## config.mk

```make
export PLATFORM = sky130hd
export DESIGN_NAME = cfglc_cell
export DESIGN_NICKNAME = d
export VERILOG_FILES = /design/src/cfglc_pkg.sv /design/src/cfglc_cell.sv
export SDC_FILE = /design/constraint.sdc
export NUM_CORES = 1
export LEC_CHECK = 0
export ABC_AREA = 1
export BUFFER_PORTS_ARGS = -buffer_cell sky130_fd_sc_hd__buf_2
export CAP_MARGIN = 20
export CORE_ASPECT_RATIO = 1.75
export CORE_UTILIZATION = 60
export DETAILED_ROUTE_END_ITERATION = 8
export GPL_TIMING_DRIVEN = 0
export PLACE_DENSITY = 0.83
export SLEW_MARGIN = 10
export SYNTH_ARGS = -nofsm -noshare
export SYNTH_HDL_FRONTEND = slang
export SYNTH_SLANG_ARGS = --single-unit
export TNS_END_PERCENT = 30
```

## constraint.sdc

```tcl
create_clock -name mclk -period 3.85 [get_ports mclk]
set_clock_uncertainty 0.05 [all_clocks]
set_input_delay 0.385 -clock mclk [delete_from_list [all_inputs] [get_ports mclk]]
set_output_delay 0.385 -clock mclk [all_outputs]
set_load 0.02 [all_outputs]
```

## src/cfglc_pkg.sv

```systemverilog
// Package: register map, field positions and function codes of the configurable logic cell
package cfglc_pkg;

  localparam int ADDR_W = 3;
  localparam int DATA_W = 16;

  // Register offsets (word index on the register port)
  localparam logic [ADDR_W-1:0] OFF_CTRL_LO  = 3'h0;
  localparam logic [ADDR_W-1:0] OFF_CTRL_HI  = 3'h1;
  localparam logic [ADDR_W-1:0] OFF_SRC_SEL  = 3'h2;
  localparam logic [ADDR_W-1:0] OFF_GATE_LO  = 3'h3;
  localparam logic [ADDR_W-1:0] OFF_GATE_HI  = 3'h4;
  localparam logic [ADDR_W-1:0] OFF_IRQ_STAT = 3'h5;
  localparam logic [ADDR_W-1:0] OFF_IRQ_MASK = 3'h6;

  localparam logic [DATA_W-1:0] RST_REG = 16'h0000;

  // Writable bits per register; all other bits read as zero, except the output status bit of control low
  localparam logic [DATA_W-1:0] CTRL_LO_WMASK = 16'h8CA7;
  localparam logic [DATA_W-1:0] CTRL_HI_WMASK = 16'h000F;
  localparam logic [DATA_W-1:0] SRC_SEL_WMASK = 16'h7777;
  localparam logic [DATA_W-1:0] IRQ_WMASK     = 16'h0003;

  // Control low fields
  localparam int BIT_ENABLE   = 15;
  localparam int BIT_RISE_IRQ = 11;
  localparam int BIT_FALL_IRQ = 10;
  localparam int BIT_PIN_OE   = 7;
  localparam int BIT_OUT_STAT = 6;
  localparam int BIT_OUT_INV  = 5;
  localparam int FUNC_LSB     = 0;
  localparam int FUNC_W       = 3;

  // Interrupt status / mask fields
  localparam int IRQ_RISE = 0;
  localparam int IRQ_FALL = 1;
  localparam int IRQ_W    = 2;

  // Mux select fields are 3 bits on a 4-bit pitch, gate enables one byte per gate
  localparam int SEL_W     = 3;
  localparam int SEL_PITCH = 4;
  localparam int GATE_W    = 8;

  // Source codes with a fixed meaning
  localparam logic [SEL_W-1:0] SRC_CELL_OUT  = 3'h1;
  localparam logic [SEL_W-1:0] SRC_SERIAL_SP = 3'h3;
  localparam logic [SEL_W-1:0] SRC_SERIAL_RX = 3'h4;
  localparam logic [SEL_W-1:0] SRC_UNUSED    = 3'h5;
  localparam logic [SEL_W-1:0] SRC_CMP2      = 3'h6;
  localparam logic [SEL_W-1:0] SRC_CMP3      = 3'h7;

  localparam int NO_SPI_INST = 4;

  typedef enum logic [FUNC_W-1:0] {
    FN_AND_OR, FN_OR_XOR, FN_AND4, FN_SR_LATCH,
    FN_DFF1_SR, FN_DFF2_R, FN_JK_R, FN_LATCH_SR
  } cfglc_func_t;

endpackage : cfglc_pkg

```

## src/cfglc_cell.sv

```systemverilog
// Configurable logic cell: source muxes, input gates, logic function, output and edge interrupts
`timescale 1ns/10ps

module cfglc_cell
  import cfglc_pkg::*;
#(
  parameter int INST = 1
) (
  input  wire logic              mclk,
  input  wire logic              rst_n,
  input  wire logic [ADDR_W-1:0] regAddr,
  input  wire logic [DATA_W-1:0] regWdata,
  input  wire logic              regWr,
  input  wire logic              regRd,
  output logic      [DATA_W-1:0] regRdata,
  input  wire logic [7:0]        mux1Src,
  input  wire logic [7:0]        mux2Src,
  input  wire logic [7:0]        mux3Src,
  input  wire logic [7:0]        mux4Src,
  input  wire logic              pairOut,
  input  wire logic              serialRx,
  input  wire logic              serialTx,
  input  wire logic              spiDataIn,
  input  wire logic              spiDataOut,
  input  wire logic              compare2Flag,
  input  wire logic              compare3Flag,
  output logic                   cellOut,
  output logic                   pinOut,
  output logic                   pinOe,
  output logic                   irq
);

  localparam int EXT_W = 38;

  logic [DATA_W-1:0] ctrlLo_ff;
  logic [DATA_W-1:0] ctrlHi_ff;
  logic [DATA_W-1:0] srcSel_ff;
  logic [DATA_W-1:0] gateLo_ff;
  logic [DATA_W-1:0] gateHi_ff;
  logic [IRQ_W-1:0]  irqStat_ff;
  logic [IRQ_W-1:0]  irqMask_ff;
  logic [EXT_W-1:0]  sync1_ff;
  logic [EXT_W-1:0]  sync2_ff;
  logic              seq_ff;
  logic              gClkPrev_ff;
  logic              cellOut_ff;
  logic              pinOut_ff;
  logic              pinOe_ff;
  logic              irq_ff;
  logic [DATA_W-1:0] regRdata_ff;

  logic [7:0]        s1;
  logic [7:0]        s2;
  logic [7:0]        s3;
  logic [7:0]        s4;
  logic [3:0]        dsrc;
  logic [3:0]        gate;
  logic              cellEn;
  cfglc_func_t       func;
  logic              funcOut;
  logic              nxt_seq;
  logic              nxt_cellOut;
  logic              gClkRise;
  logic              riseEv;
  logic              fallEv;
  logic              wrStat;
  logic [DATA_W-1:0] nxt_rdata;

  function automatic logic [SEL_W-1:0] muxSel(input logic [DATA_W-1:0] r, input int n);
    muxSel = r[n*SEL_PITCH +: SEL_W];
  endfunction : muxSel

  // Byte order: src4 true, src4 inverted, ... src1 true, src1 inverted
  function automatic logic gateOr(input logic [GATE_W-1:0] en, input logic [3:0] d);
    logic [GATE_W-1:0] cand;
    cand = {d[3], ~d[3], d[2], ~d[2], d[1], ~d[1], d[0], ~d[0]};
    gateOr = |(en & cand);
  endfunction : gateOr

  // External sources except pairOut cross into mclk through two flops; only the second is read
  always_ff @(posedge mclk) begin
    if (!rst_n) begin
      sync1_ff <= '0;
      sync2_ff <= '0;
    end else begin
      sync1_ff <= {mux1Src, mux2Src, mux3Src, mux4Src, serialRx, serialTx,
                   spiDataIn, spiDataOut, compare2Flag, compare3Flag};
      sync2_ff <= sync1_ff;
    end
  end

  assign s1 = sync2_ff[37:30];
  assign s2 = sync2_ff[29:22];
  assign s3 = sync2_ff[21:14];
  assign s4 = sync2_ff[13:6];

  // Source muxes with the cell-specific slots overriding the generic inputs
  always_comb begin
    dsrc[0] = s1[muxSel(srcSel_ff, 0)];
    dsrc[1] = s2[muxSel(srcSel_ff, 1)];
    dsrc[2] = s3[muxSel(srcSel_ff, 2)];
    dsrc[3] = s4[muxSel(srcSel_ff, 3)];
    if (muxSel(srcSel_ff, 0) == SRC_UNUSED) dsrc[0] = 1'b0;
    case (muxSel(srcSel_ff, 1))
      SRC_CELL_OUT:  dsrc[1] = pairOut;
      SRC_SERIAL_SP: dsrc[1] = sync2_ff[4];
      default: ;
    endcase
    case (muxSel(srcSel_ff, 2))
      SRC_CELL_OUT:  dsrc[2] = cellOut_ff;
      SRC_SERIAL_SP: dsrc[2] = (INST == NO_SPI_INST) ? 1'b0 : sync2_ff[2];
      SRC_SERIAL_RX: dsrc[2] = sync2_ff[5];
      SRC_CMP2:      dsrc[2] = sync2_ff[1];
      SRC_CMP3:      dsrc[2] = sync2_ff[0];
      default: ;
    endcase
    case (muxSel(srcSel_ff, 3))
      SRC_CELL_OUT:  dsrc[3] = pairOut;
      SRC_SERIAL_SP: dsrc[3] = (INST == NO_SPI_INST) ? 1'b0 : sync2_ff[3];
      SRC_UNUSED:    dsrc[3] = 1'b0;
      default: ;
    endcase
  end

  // Input gates and their polarity
  assign gate[0] = gateOr(gateLo_ff[0 +: GATE_W], dsrc) ^ ctrlHi_ff[0];
  assign gate[1] = gateOr(gateLo_ff[GATE_W +: GATE_W], dsrc) ^ ctrlHi_ff[1];
  assign gate[2] = gateOr(gateHi_ff[0 +: GATE_W], dsrc) ^ ctrlHi_ff[2];
  assign gate[3] = gateOr(gateHi_ff[GATE_W +: GATE_W], dsrc) ^ ctrlHi_ff[3];

  assign cellEn   = ctrlLo_ff[BIT_ENABLE];
  assign func     = cfglc_func_t'(ctrlLo_ff[FUNC_LSB +: FUNC_W]);
  assign gClkRise = gate[0] & ~gClkPrev_ff;

  // Storage modes: gate 1 is the clock/enable and reset and set are level inputs with reset first, except the SR latch, where gates 1 and 2 set and set wins.
  // Edges are sampled on mclk, so a gate clock pulse shorter than one cycle is missed.
  always_comb begin
    nxt_seq = seq_ff;
    case (func)
      FN_SR_LATCH: begin
        if (gate[0] | gate[1]) nxt_seq = 1'b1;
        else if (gate[2] | gate[3]) nxt_seq = 1'b0;
      end
      FN_DFF1_SR: begin
        if (gate[2]) nxt_seq = 1'b0;
        else if (gate[3]) nxt_seq = 1'b1;
        else if (gClkRise) nxt_seq = gate[1];
      end
      FN_DFF2_R: begin
        if (gate[2]) nxt_seq = 1'b0;
        else if (gClkRise) nxt_seq = gate[1] & gate[3];
      end
      FN_JK_R: begin
        if (gate[2]) nxt_seq = 1'b0;
        else if (gClkRise) nxt_seq = (gate[1] & ~seq_ff) | (~gate[3] & seq_ff);
      end
      FN_LATCH_SR: begin
        if (gate[2]) nxt_seq = 1'b0;
        else if (gate[3]) nxt_seq = 1'b1;
        else if (gate[0]) nxt_seq = gate[1];
      end
      default: ;
    endcase
  end

  always_comb begin
    case (func)
      FN_AND_OR: funcOut = (gate[0] & gate[1]) | (gate[2] & gate[3]);
      FN_OR_XOR: funcOut = (gate[0] | gate[1]) ^ (gate[2] | gate[3]);
      FN_AND4:   funcOut = &gate;
      default:   funcOut = nxt_seq;
    endcase
  end

  assign nxt_cellOut = cellEn & (funcOut ^ ctrlLo_ff[BIT_OUT_INV]);

  // Storage is cleared while disabled so re-enabling starts from a known state
  always_ff @(posedge mclk) begin
    if (!rst_n) begin
      seq_ff      <= 1'b0;
      gClkPrev_ff <= 1'b0;
    end else begin
      seq_ff      <= cellEn & nxt_seq;
      gClkPrev_ff <= gate[0];
    end
  end

  always_ff @(posedge mclk) begin
    if (!rst_n) begin
      cellOut_ff <= 1'b0;
      pinOut_ff  <= 1'b0;
      pinOe_ff   <= 1'b0;
    end else begin
      cellOut_ff <= nxt_cellOut;
      pinOut_ff  <= nxt_cellOut;
      pinOe_ff   <= cellEn & ctrlLo_ff[BIT_PIN_OE];
    end
  end

  // Edge events taken at the cycle the output changes
  assign riseEv = cellEn & ctrlLo_ff[BIT_RISE_IRQ] & nxt_cellOut & ~cellOut_ff;
  assign fallEv = cellEn & ctrlLo_ff[BIT_FALL_IRQ] & ~nxt_cellOut & cellOut_ff;
  assign wrStat = regWr && (regAddr == OFF_IRQ_STAT);

  // Write-one-to-clear; a new event in the clearing cycle wins
  always_ff @(posedge mclk) begin
    if (!rst_n) begin
      irqStat_ff <= '0;
    end else begin
      irqStat_ff[IRQ_RISE] <= riseEv | (irqStat_ff[IRQ_RISE] & ~(wrStat & regWdata[IRQ_RISE]));
      irqStat_ff[IRQ_FALL] <= fallEv | (irqStat_ff[IRQ_FALL] & ~(wrStat & regWdata[IRQ_FALL]));
    end
  end

  always_ff @(posedge mclk) begin
    if (!rst_n) begin
      irq_ff <= 1'b0;
    end else begin
      irq_ff <= |(irqStat_ff & irqMask_ff);
    end
  end

  // Configuration registers; the status bit is masked out of writes
  always_ff @(posedge mclk) begin
    if (!rst_n) begin
      ctrlLo_ff  <= RST_REG;
      ctrlHi_ff  <= RST_REG;
      srcSel_ff  <= RST_REG;
      gateLo_ff  <= RST_REG;
      gateHi_ff  <= RST_REG;
      irqMask_ff <= '0;
    end else if (regWr) begin
      case (regAddr)
        OFF_CTRL_LO:  ctrlLo_ff  <= regWdata & CTRL_LO_WMASK;
        OFF_CTRL_HI:  ctrlHi_ff  <= regWdata & CTRL_HI_WMASK;
        OFF_SRC_SEL:  srcSel_ff  <= regWdata & SRC_SEL_WMASK;
        OFF_GATE_LO:  gateLo_ff  <= regWdata;
        OFF_GATE_HI:  gateHi_ff  <= regWdata;
        OFF_IRQ_MASK: irqMask_ff <= regWdata[IRQ_W-1:0];
        default: ;
      endcase
    end
  end

  always_comb begin
    nxt_rdata = '0;
    if (regRd) begin
      case (regAddr)
        OFF_CTRL_LO: begin
          nxt_rdata               = ctrlLo_ff;
          nxt_rdata[BIT_OUT_STAT] = cellOut_ff;
        end
        OFF_CTRL_HI:  nxt_rdata = ctrlHi_ff;
        OFF_SRC_SEL:  nxt_rdata = srcSel_ff;
        OFF_GATE_LO:  nxt_rdata = gateLo_ff;
        OFF_GATE_HI:  nxt_rdata = gateHi_ff;
        OFF_IRQ_STAT: nxt_rdata[IRQ_W-1:0] = irqStat_ff;
        OFF_IRQ_MASK: nxt_rdata[IRQ_W-1:0] = irqMask_ff;
        default: ;
      endcase
    end
  end

  always_ff @(posedge mclk) begin
    if (!rst_n) begin
      regRdata_ff <= '0;
    end else begin
      regRdata_ff <= nxt_rdata;
    end
  end

  assign regRdata = regRdata_ff;
  assign cellOut  = cellOut_ff;
  assign pinOut   = pinOut_ff;
  assign pinOe    = pinOe_ff;
  assign irq      = irq_ff;

  a_disabled_out_low: assert property (@(posedge mclk) disable iff (!rst_n)
    !cellEn |=> !cellOut)
    else $error("cell output high while disabled");

  a_pin_drive_gate: assert property (@(posedge mclk) disable iff (!rst_n)
    !ctrlLo_ff[BIT_PIN_OE] |=> !pinOe && (pinOut == cellOut))
    else $error("pin driven with drive enable clear");

  // A masked-in flag must reach irq; a fall flag may hold irq high on its own
  a_rise_sets_flag: assert property (@(posedge mclk) disable iff (!rst_n)
    (cellEn && ctrlLo_ff[BIT_RISE_IRQ] && nxt_cellOut && !cellOut_ff)
      |=> irqStat_ff[IRQ_RISE] ##1 (!$past(irqMask_ff[IRQ_RISE]) || irq))
    else $error("rising edge did not set its flag");

  a_fall_sets_flag: assert property (@(posedge mclk) disable iff (!rst_n)
    (cellEn && ctrlLo_ff[BIT_FALL_IRQ] && !nxt_cellOut && cellOut_ff) |=> irqStat_ff[IRQ_FALL])
    else $error("falling edge did not set its flag");

  a_pin_drive_on: assert property (@(posedge mclk) disable iff (!rst_n)
    (cellEn && ctrlLo_ff[BIT_PIN_OE]) |=> pinOe)
    else $error("pin not driven with drive enable set");

  a_fall_disabled: assert property (@(posedge mclk) disable iff (!rst_n)
    (!ctrlLo_ff[BIT_FALL_IRQ] && !irqStat_ff[IRQ_FALL]) |=> !irqStat_ff[IRQ_FALL])
    else $error("falling flag set with its enable clear");

  a_and4_function: assert property (@(posedge mclk) disable iff (!rst_n)
    (cellEn && func == FN_AND4) |=> cellOut == ($past(&gate) ^ $past(ctrlLo_ff[BIT_OUT_INV])))
    else $error("four-input AND output wrong");

  a_dff2_capture: assert property (@(posedge mclk) disable iff (!rst_n)
    (cellEn && func == FN_DFF2_R && !gate[2] && gClkRise)
      |=> cellOut == ($past(gate[1] & gate[3]) ^ $past(ctrlLo_ff[BIT_OUT_INV])))
    else $error("two-input D flop did not capture");

  a_gate_empty_or: assert property (@(posedge mclk) disable iff (!rst_n)
    (gateLo_ff[0 +: GATE_W] == 8'h00) |-> (gate[0] == ctrlHi_ff[0]))
    else $error("gate 1 active with no source enabled");

  a_mux3_own_out: assert property (@(posedge mclk) disable iff (!rst_n)
    (muxSel(srcSel_ff, 2) == SRC_CELL_OUT) |-> (dsrc[2] == cellOut_ff))
    else $error("mux 3 does not return the cell output");

  a_status_readback: assert property (@(posedge mclk) disable iff (!rst_n)
    (regRd && regAddr == OFF_CTRL_LO) |=> (regRdata[BIT_OUT_STAT] == $past(cellOut_ff))
      ##1 (regRdata == 16'h0000 || $past(regRd)))
    else $error("output status bit does not track output");

endmodule : cfglc_cell

```

==> results.cfg, run 1 <==
[setup_path]
crit_buf_inv = 0
crit_end = irqStat_ff[0]
path_max_fanout = 8
ff2ff_path_depth = 18
regToRegStartpoint = srcSel_ff[13]
path_class = flip-flop to flip-flop
cp_cell_sequence = or2_0 > nand3_1 > nand3_1 > nand2_2 > o21ai_0 > nand3_1 > nand2_1 > nand2_2 > nor2_1 > nand3_1 > nand3_1 > nand3_1 > nand2_1 > nand2_1 > nand3_2 > nor2_2 > nand2_1 > nand2_1
rrSetupSlack_ns = 1.02
crit_path_frequent_cell = nand3_1
crit_path_top_delay_cell = o21ai_0
critPathArrivalTime_ns = 3.08
cp-end-kind = flip-flop
crit_start = srcSel_ff[13]
path_depth = 18
reg2reg_to = irqStat_ff[0]
cp.required_ns = 4.11
crit_family = simple AND/OR/NAND/NOR gates
start_kind = flip-flop
cp_slowest_stage_delay_ns = 0.45

[cells_and_area]
antenna_cells = 0
drive_gt1_share_pct = 16.3
area_growth_pct = 20.7
fillerInstances = 724
final_util_pct = 73.9
nets = 897

[yosys]
synth_area_um2 = 5530
synth_top_family_by_area = simple AND/OR/NAND/NOR gates
synth-seq-area-share_pct = 49.6
muxShareOfSynthArea_pct = 0
synth.distinct_cells = 31
synth.avg_cell_area_um2 = 7.42
synth_xor_area_share_pct = 0.294
synth_top_area_share_pct = 49.6
synth_compound_area_share_pct = 15.7
yosysTopAreaCell = dfxtp_1
syn-num-nets = 808
synth_warnings = 0
synth-simple-area-share_pct = 22.5
ys_seq_elements = 137
synth-edff-count = 0
synth.area.top_cells = dfxtp_1, nand2_1, inv_1, a21oi_1, o21ai_0
ys_async_sr_fraction_pct = 0
ys.flop_type = dfxtp_1
syn-instance-count = 746
synthAdderAreaFrac_pct = 0

[routing]
vias_per_cell = 5.49
dr.pass1.iters = 5
num_vias = 5310
wl_per_cell_um = 15.8
drc = 0
routed_wl_um = 15300
drt-initial-drc-count = 406
postRouteAntennaNets = 0

[clock_network]
cts_buffer_depth = 2
root_buffer = clkbuf_16
numClockSinks = 137
cts_hold_buffers = 0
worstSkewPairLatency_ns = 0.43
cts.repair.resized = 0
cts_htree_levels = 4
path_clk_slew_ns = 0.06
cts_made_buffers = 17
cts_tree = built
post_cts_buffers = 0

[floorplan]
ios = 82
die_y_um = 129
die_area_um2 = 9630
start_util_pct = 61.2
die_w_um = 74.6
row_count = 46
core-area_um2 = 9040

[timing]
fin_ws_ns = 1.02
finalMaxSlewViolations = 0
fmaxAchievable_ghz = 0.354
period_share_pct = 73.4
slew_headroom_pct = 50.6
tightest_slew_ns = 0.738
hold_viol = 0
fin_crit_ns = 2.83
finalSetupViolCount = 0
rsz0062_at_grt = no
tns_ns = 0

[global_routing]
grt_usage_pct = 34.2
overflow = 0
grt_max_degree = 17
grt_pass1_wl_um = 23900
grt_pass1_vias = 5156
antenna_found_initial = 0

[pwr]
seqPwrFrac_pct = 41.4
pwr-share-clk_pct = 49.1
internal-power_mw = 2.75
power_density_nw_per_um2 = 540
p_comb_share_pct = 9.5
p_sw_share_pct = 23.9
vdd_ir_drop_max_v = 0.000484
p_leak_nw = 3.20
power_switching_mw = 0.861

[hold_path]
min-delay-start = mux2Src[6]
hold_path.class = input port to flip-flop

[placement]
place_congestion = 0.966
place.port_buffers = 70
hpwl_um = 11100
dp_slack_ns = 1.14

[outcome]
status = completed

[run]
maxCapViolations = 0
[cells in the mapped netlist (2+ instances only)]
cell,number
nand3_1,44
nand2_2,11
nor3_1,8
nand3_2,12
a21oi_1,71
inv_2,5
o22ai_1,14
nand2_4,2
nand2_1,159
a221oi_1,5
nor2_2,2
nand4_1,3
o21ai_0,58
buf_2,2
dfxtp_1,137
inv_1,139
nor2_1,28
o221ai_1,2
clkbuf_1,27
o21ai_1,5
a2111oi_0,2
[how the worst min path moves through the flow]
| stage | to | slack, ns | cells past startpoint |
|---|---|---|---|
| floorplan | sync2_ff[0] | 0.34 | 2 |
| global placement | sync2_ff[0] | 0.34 | 2 |
| detailed placement | sync2_ff[1] | 0.34 | 2 |
| CTS | sync1_ff[28] | 0.09 | 3 |
| global route | sync1_ff[12] | 0.1 | 3 |
| finish | sync1_ff[28] | 0.09 | 3 |
[tightest hold or removal path, cell delays in order]
cell and delay (ns):
buf_2 0.07, nand2_1 0.04, inv_1 0.04
[cell usage in the layout (no fill, tap or decap), drive strengths merged, types with 8 or more instances in the layout]
master / n
nand2: 172
inv: 145
dfxtp: 137
buf: 73
a21oi: 71
o21ai: 64
nand3: 57
clkbuf: 48
nor2: 31
o22ai: 14
nor3: 8
[power by group through the flow]
stage          Sequential [mW]  Clock [mW]  Combinational (mW)
2_1_floorplan             1.52           0               0.225
3_3_place_gp              1.52           0               0.319
3_5_place_dp              1.52           0               0.331
4_1_cts                   1.49        1.77               0.335
5_1_grt                   1.50        1.84               0.376
6_report                  1.49        1.77               0.344
[per-layer routing]
| layer | up-vias | wire length [µm] | global-route usage (%) |
|---|---|---|---|
| met2 | 300 | 7740 | 59.3 |
| met3 | 107 | 1040 | 8.16 |
| met4 | 0 | 1300 | 29.6 |
| met1 | 2365 | 5200 | 32.4 |
| met5 | - | 0 | 0 |
| li1 | 2538 | - | - |
[cells by family (layout without fill, tap and decap cells)]
logic type,count (synthesis),after routing
simple gates,273,273
buf+inv,174,276
compound gates,161,161
flops,137,137
xor+xnor,1,1
[metrics by stage]
| step | cells | power [mW] | hold WS (ns) | area [µm²] |
|---|---|---|---|---|
| floorplan | 746 | 1.74 | 0.340 | 5530 |
| global placement | 936 | 1.84 | 0.342 | 6030 |
| detailed placement | 936 | 1.85 | 0.345 | 6030 |
| CTS | 968 | 3.60 | 0.0867 | 6680 |
| global route | 968 | 3.72 | 0.0971 | 6680 |
| finish | 968 | 3.61 | 0.0891 | 6680 |
[registers in the layout, summed over array words and instances (netlist names), 2 cells and up]
| name | flops |
|---|---|
| srcSel_ff | 12 |
| sync1_ff | 28 |
| ctrlHi_ff | 4 |
| irqMask_ff | 2 |
| sync2_ff | 28 |
| gateLo_ff | 16 |
| regRdata | 16 |
| irqStat_ff | 2 |
| gateHi_ff | 16 |
| ctrlLo_ff | 8 |
[cell type report]
type | count | area [µm²] | share of cell area, %
Buffer | 30 | 119 | 1.78
Clock buffer | 21 | 450 | 6.74
Clock inverter | 11 | 194 | 2.90
Inverter | 144 | 541 | 8.09
Multi-Input combinational cell | 435 | 2130 | 31.9
Sequential cell | 137 | 2740 | 41.1
Tap cell | 120 | 150 | 2.25
Timing Repair Buffer | 70 | 350 | 5.25
Power figures use the tool's default switching activity.
==> run 2: changes to the inputs <==
--- a/config.mk
+++ b/config.mk
@@ -9,10 +9,10 @@
 export BUFFER_PORTS_ARGS = -buffer_cell sky130_fd_sc_hd__buf_2
 export CAP_MARGIN = 20
 export CORE_ASPECT_RATIO = 1.75
-export CORE_UTILIZATION = 60
+export CORE_UTILIZATION = 56
 export DETAILED_ROUTE_END_ITERATION = 8
 export GPL_TIMING_DRIVEN = 0
-export PLACE_DENSITY = 0.83
+export PLACE_DENSITY = 0.79
 export SLEW_MARGIN = 10
 export SYNTH_ARGS = -nofsm -noshare
 export SYNTH_HDL_FRONTEND = slang
==> constraint.sdc (replaced) <==
create_clock -name mclk -period 2.9 [get_ports mclk]
set_clock_uncertainty 0.05 [all_clocks]
set_input_delay 0.29 -clock mclk [delete_from_list [all_inputs] [get_ports mclk]]
set_output_delay 0.29 -clock mclk [all_outputs]
set_load 0.02 [all_outputs]
==> run 2 against run 1 <==
The run now ends with negative hold slack left. Critical endpoint unchanged. Register-to-register slack got worse by 0.85 ns. Final cell count is 1.4% higher. Die area up 7.0%.
==> results.cfg, run 2 (synthesized netlist as in run 1, its figures left out) <==
[setup_path]
rrSetupSlack_ns = 0.17
path_depth = 19
path_max_fanout = 8
ff2ff_path_depth = 19
crit_path_frequent_cell = nand2_1
cp_cell_sequence = inv_1 > nand2_1 > nand3_1 > nand3_1 > nand2_2 > o21ai_0 > nand3_2 > xor2_2 > inv_2 > nand2_1 > o21ai_0 > nand3_1 > nand3_1 > nand2_1 > nand2_1 > nand3_2 > nor2_2 > nand2_1 > nand2_1
cp_slowest_stage_delay_ns = 0.40
crit_buf_inv = 2
path_class = flip-flop to flip-flop
crit_family = simple AND/OR/NAND/NOR gates
cp-end-kind = flip-flop
cp.required_ns = 3.15
start_kind = flip-flop
crit_path_top_delay_cell = o21ai_0
critPathArrivalTime_ns = 2.98

[global_routing]
grt_pass1_vias = 5259
grt_max_degree = 17
antenna_found_initial = 0
grt_util_met2_pct = 60.2
grt_usage_pct = 32.3
overflow = 0
grt_pass1_wl_um = 25000
gr-usage-met3_pct = 6.30
gr-usage-met1_pct = 31.1
gr-max-usage-layer = met2

[routing]
drt-initial-drc-count = 495
dr.pass1.iters = 6
drc = 0
routed_wl_um = 16100
wl_per_cell_um = 16.4
vias_per_cell = 5.42
num_vias = 5327
postRouteAntennaNets = 0

[cells_and_area]
final_common_cell = nand2_1
largestRegisters = sync1_ff: 28 flops, sync2_ff: 28 flops
fillerInstances = 810
layoutNonFillerInstCount = 982
antenna_cells = 0
area_growth_pct = 21.3
drive_gt1_share_pct = 16.4
nets = 909
final_util_pct = 70.4
final_cell_mix = nand2_1, inv_1, dfxtp_1

[timing]
fin_crit_ns = 2.73
hold_viol = 1
holdWs_ns = -0.00146
finalMaxSlewViolations = 0
period_share_pct = 94.0
fin_ws_ns = 0.173
slew_headroom_pct = 48.2
tightest_slew_ns = 0.773
tns_ns = 0
fmaxAchievable_ghz = 0.367
finalSetupViolCount = 0

[floorplan]
core-area_um2 = 9530
die_area_um2 = 10300
row_count = 47
ios = 82
start_util_pct = 58.1
die_y_um = 134
die_w_um = 77.1

[clock_network]
root_buffer = clkbuf_16
cts_made_buffers = 17
path_clk_slew_ns = 0.06
cts_tree = built
numClockSinks = 137
worstSkewPairLatency_ns = 0.42
cts_htree_levels = 4
cts_buffer_depth = 2

[outcome]
status = finished with violations
violations = negative hold slack

[pwr]
p_leak_nw = 3.19
total_power_mw = 4.44
power_density_nw_per_um2 = 662
vdd_ir_drop_max_v = 0.000529

[placement]
place_congestion = 0.937
dp.cells = 938
place.port_buffers = 70
dp_slack_ns = 0.242
hpwl_um = 11800

[hold_path]
hold_path.class = input port to flip-flop
hold-path-cell-count = 3

[run]
maxCapViolations = 0
[run 2: final cells by class]
class	count	area, µm²	share of cell area (%)
flip-flops and latches	137	2740	40.9
repair buffers	82	470	7.01
multi-input cells	435	2140	31.8
clock inverters	12	93.8	1.40
clock buffers	20	457	6.80
inverters	144	541	8.05
well taps	122	153	2.27
plain buffers	30	119	1.77
[run 2: per-layer routing]
layer	up-vias	wire, µm
met5	-	0
li1	2558	-
met4	0	980
met2	254	8520
met3	76	868
met1	2439	5700
[run 2: path summary, 6_finish.rpt]
path                                    start       endpoint
worst max register to register  srcSel_ff[12]  irqStat_ff[0]
worst min-delay path               mux2Src[5]   sync1_ff[27]
worst max-delay path            srcSel_ff[12]  irqStat_ff[0]
worst min register to register   sync1_ff[12]   sync2_ff[12]
[run 2: worst register-to-register path: stages, from the launching register on]
cell and delay [ns]:
dfxtp_1 0.37, inv_1 0.11, nand2_1 0.08, nand3_1 0.09, nand3_1 0.11, nand2_2 0.13
o21ai_0 0.40, nand3_2 0.15, xor2_2 0.22, inv_2 0.06, nand2_1 0.07, o21ai_0 0.09
nand3_1 0.09, nand3_1 0.11, nand2_1 0.09, nand2_1 0.06, nand3_2 0.08, nor2_2 0.04
nand2_1 0.15, nand2_1 0.07
[run 2: report_power, final]
part	switching (mW)	total (mW)	internal, mW
registers	0.0312	1.98	1.95
clock network	0.845	1.99	1.14
logic	0.311	0.470	0.159
total	1.19	4.44	3.25
[run 2: metrics by stage]
stage,instance area [µm²],hold slack (ns)
global placement,6040,0.342
CTS,6700,0.000392
floorplan,5530,0.338
finish,6710,-0.00146
global route,6710,0.00438
detailed placement,6040,0.347
[run 2: timing repair]
item                                    4_1_cts  5_1_grt
buffers inserted                              0        0
hold buffers                                 11        1
gates resized for setup                       0        2
endpoints found under the hold margin        11        1
endpoints found under the setup margin        0        2
==> run 3: changes to the inputs <==
==> constraint.sdc (replaced) <==
create_clock -name mclk -period 2.9 [get_ports mclk]
set_clock_uncertainty 0.05 [all_clocks]
set_input_delay 0.58 -clock mclk [delete_from_list [all_inputs] [get_ports mclk]]
set_output_delay 0.58 -clock mclk [all_outputs]
set_load 0.02 [all_outputs]
==> run 3 against run 2 <==
Critical path type unchanged. Flip-flop and latch count unchanged. Register-to-register slack got worse by 0.05 ns. Final cell count decreased by 1.2%. The run now ends clean. Cell area decreased by 1.8%.
==> results.cfg, run 3 (synthesized netlist as in run 1, its figures left out) <==
[timing]
slew_headroom_pct = 47.9
period_share_pct = 95.7
tns_ns = 0
hold_viol = 0
fin_crit_ns = 2.78
fmaxAchievable_ghz = 0.360
finalSetupViolCount = 0
tightest_slew_ns = 0.778
finalMaxSlewViolations = 0

[cells_and_area]
largestRegisters = sync1_ff: 28 flops, sync2_ff: 28 flops
final_cell_mix = nand2_1, inv_1, dfxtp_1
drive_gt1_share_pct = 16.6
layoutNonFillerInstCount = 970
final_util_pct = 69.2
nets = 897
area_growth_pct = 19.1
antenna_cells = 0
final_common_cell = nand2_1

[pwr]
p_leak_nw = 3.14
power_density_nw_per_um2 = 671
vdd_ir_drop_max_v = 0.000516

[hold_path]
hold_path.class = input port to flip-flop

[routing]
met3_length_um = 904
highest_layer = met4
vias_per_cell = 5.45
wl_per_cell_um = 16.3
num_vias = 5288
m1WireLength_um = 5660
drt-initial-drc-count = 478
postRouteAntennaNets = 0
dr.pass1.iters = 6
routed_wl_um = 15900
drc = 0
wl_met2_um = 8280

[floorplan]
core-area_um2 = 9530
die_area_um2 = 10300
die_y_um = 134
row_count = 47
start_util_pct = 58.1
die_w_um = 77.1
ios = 82

[setup_path]
crit_path_top_delay_cell = o21ai_0
crit_end = irqStat_ff[0]
path_class = flip-flop to flip-flop
start_kind = flip-flop
cp_slowest_stage_delay_ns = 0.44
ff2ff_path_depth = 19
crit_path_frequent_cell = nand2_1
crit_start = srcSel_ff[12]
cp.required_ns = 3.15
reg2reg_to = irqStat_ff[0]
critPathArrivalTime_ns = 3.02
rrSetupSlack_ns = 0.12
cp_cell_sequence = inv_1 > nand2_1 > nand3_1 > nand3_1 > nand2_2 > o21ai_0 > nand3_2 > xor2_2 > inv_2 > nand2_1 > o21ai_0 > nand3_1 > nand3_1 > nand2_1 > nand2_1 > nand3_2 > nor2_2 > nand2_1 > nand2_1
path_max_fanout = 8
regToRegStartpoint = srcSel_ff[12]
cp-end-kind = flip-flop

[clock_network]
cts_tree = built
root_buffer = clkbuf_16
worstSkewPairLatency_ns = 0.42
numClockSinks = 137
post_cts_buffers = 0
cts_buffer_depth = 2
cts_hold_buffers = 0
cts.repair.resized = 0
cts_htree_levels = 4
cts_made_buffers = 17
path_clk_slew_ns = 0.06

[run]
maxCapViolations = 0

[placement]
hpwl_um = 11800
dp.cells = 938
place.port_buffers = 70
place_congestion = 0.937

[outcome]
status = completed

[global_routing]
grt_usage_pct = 31.8
antenna_found_initial = 0
grt_max_degree = 17
overflow = 0
grt_pass1_wl_um = 24700
grt_pass1_vias = 5163
## run 3: changes by cell type in the layout (fill, tap and decap cells not counted)
cell | before | now
dlygate4sd3_1 | 12 | 0
## run 3: per-layer routing
metal	up-vias	global-route usage, %
li1	2530	-
met1	2420	31.0
met2	261	58.8
met3	77	6.30
met4	0	22.0
met5	-	0
## run 3: cell type report
cell class | instances | area, µm²
clock buffers | 20 | 457
clock inverters | 12 | 93.8
flip-flops and latches | 137 | 2740
plain buffers | 30 | 119
inverters | 144 | 541
fillers | 831 | 2940
repair buffers | 70 | 350
multi-input cells | 435 | 2140
well taps | 122 | 153
## run 3: worst min-delay path by stage
stage,slack (ns),depth (start not counted),endpoint,start
after floorplan,0.34,2,sync2_ff[0],sync1_ff[0]
after global placement,0.34,2,sync2_ff[0],sync1_ff[0]
after detailed placement,0.35,2,sync2_ff[32],sync1_ff[32]
after CTS,0.28,3,sync1_ff[24],mux2Src[2]
after global routing,0.28,3,sync1_ff[1],compare2Flag
final,0.29,3,sync1_ff[34],mux1Src[4]
## run 3: report_power, final
part | switching [mW] | internal [mW]
Sequential | 0.0312 | 1.95
Combinational | 0.308 | 0.148
Clock | 0.841 | 1.14
## run 3: per-stage QoR
| stage | total power, mW | hold slack [ns] | setup WS [ns] | area [µm²] |
|---|---|---|---|---|
| floorplan | 2.31 | 0.340 | 0.626 | 5530 |
| CTS | 4.42 | 0.284 | 0.235 | 6590 |
| detailed placement | 2.47 | 0.347 | -0.0362 | 6040 |
| finish | 4.42 | 0.290 | 0.124 | 6590 |
| global route | 4.56 | 0.282 | -0.00582 | 6590 |
| global placement | 2.45 | 0.342 | 0.0430 | 6040 |
## run 3: worst max-delay path, delay by kind of cell, from the launching register on
kind,cells,cell delay [ns]
buffers and inverters,2,0.17
AO/OA/AOI/OAI,2,0.52
flip-flops,1,0.37
XOR/XNOR,1,0.22
AND/OR/NAND/NOR,14,1.32
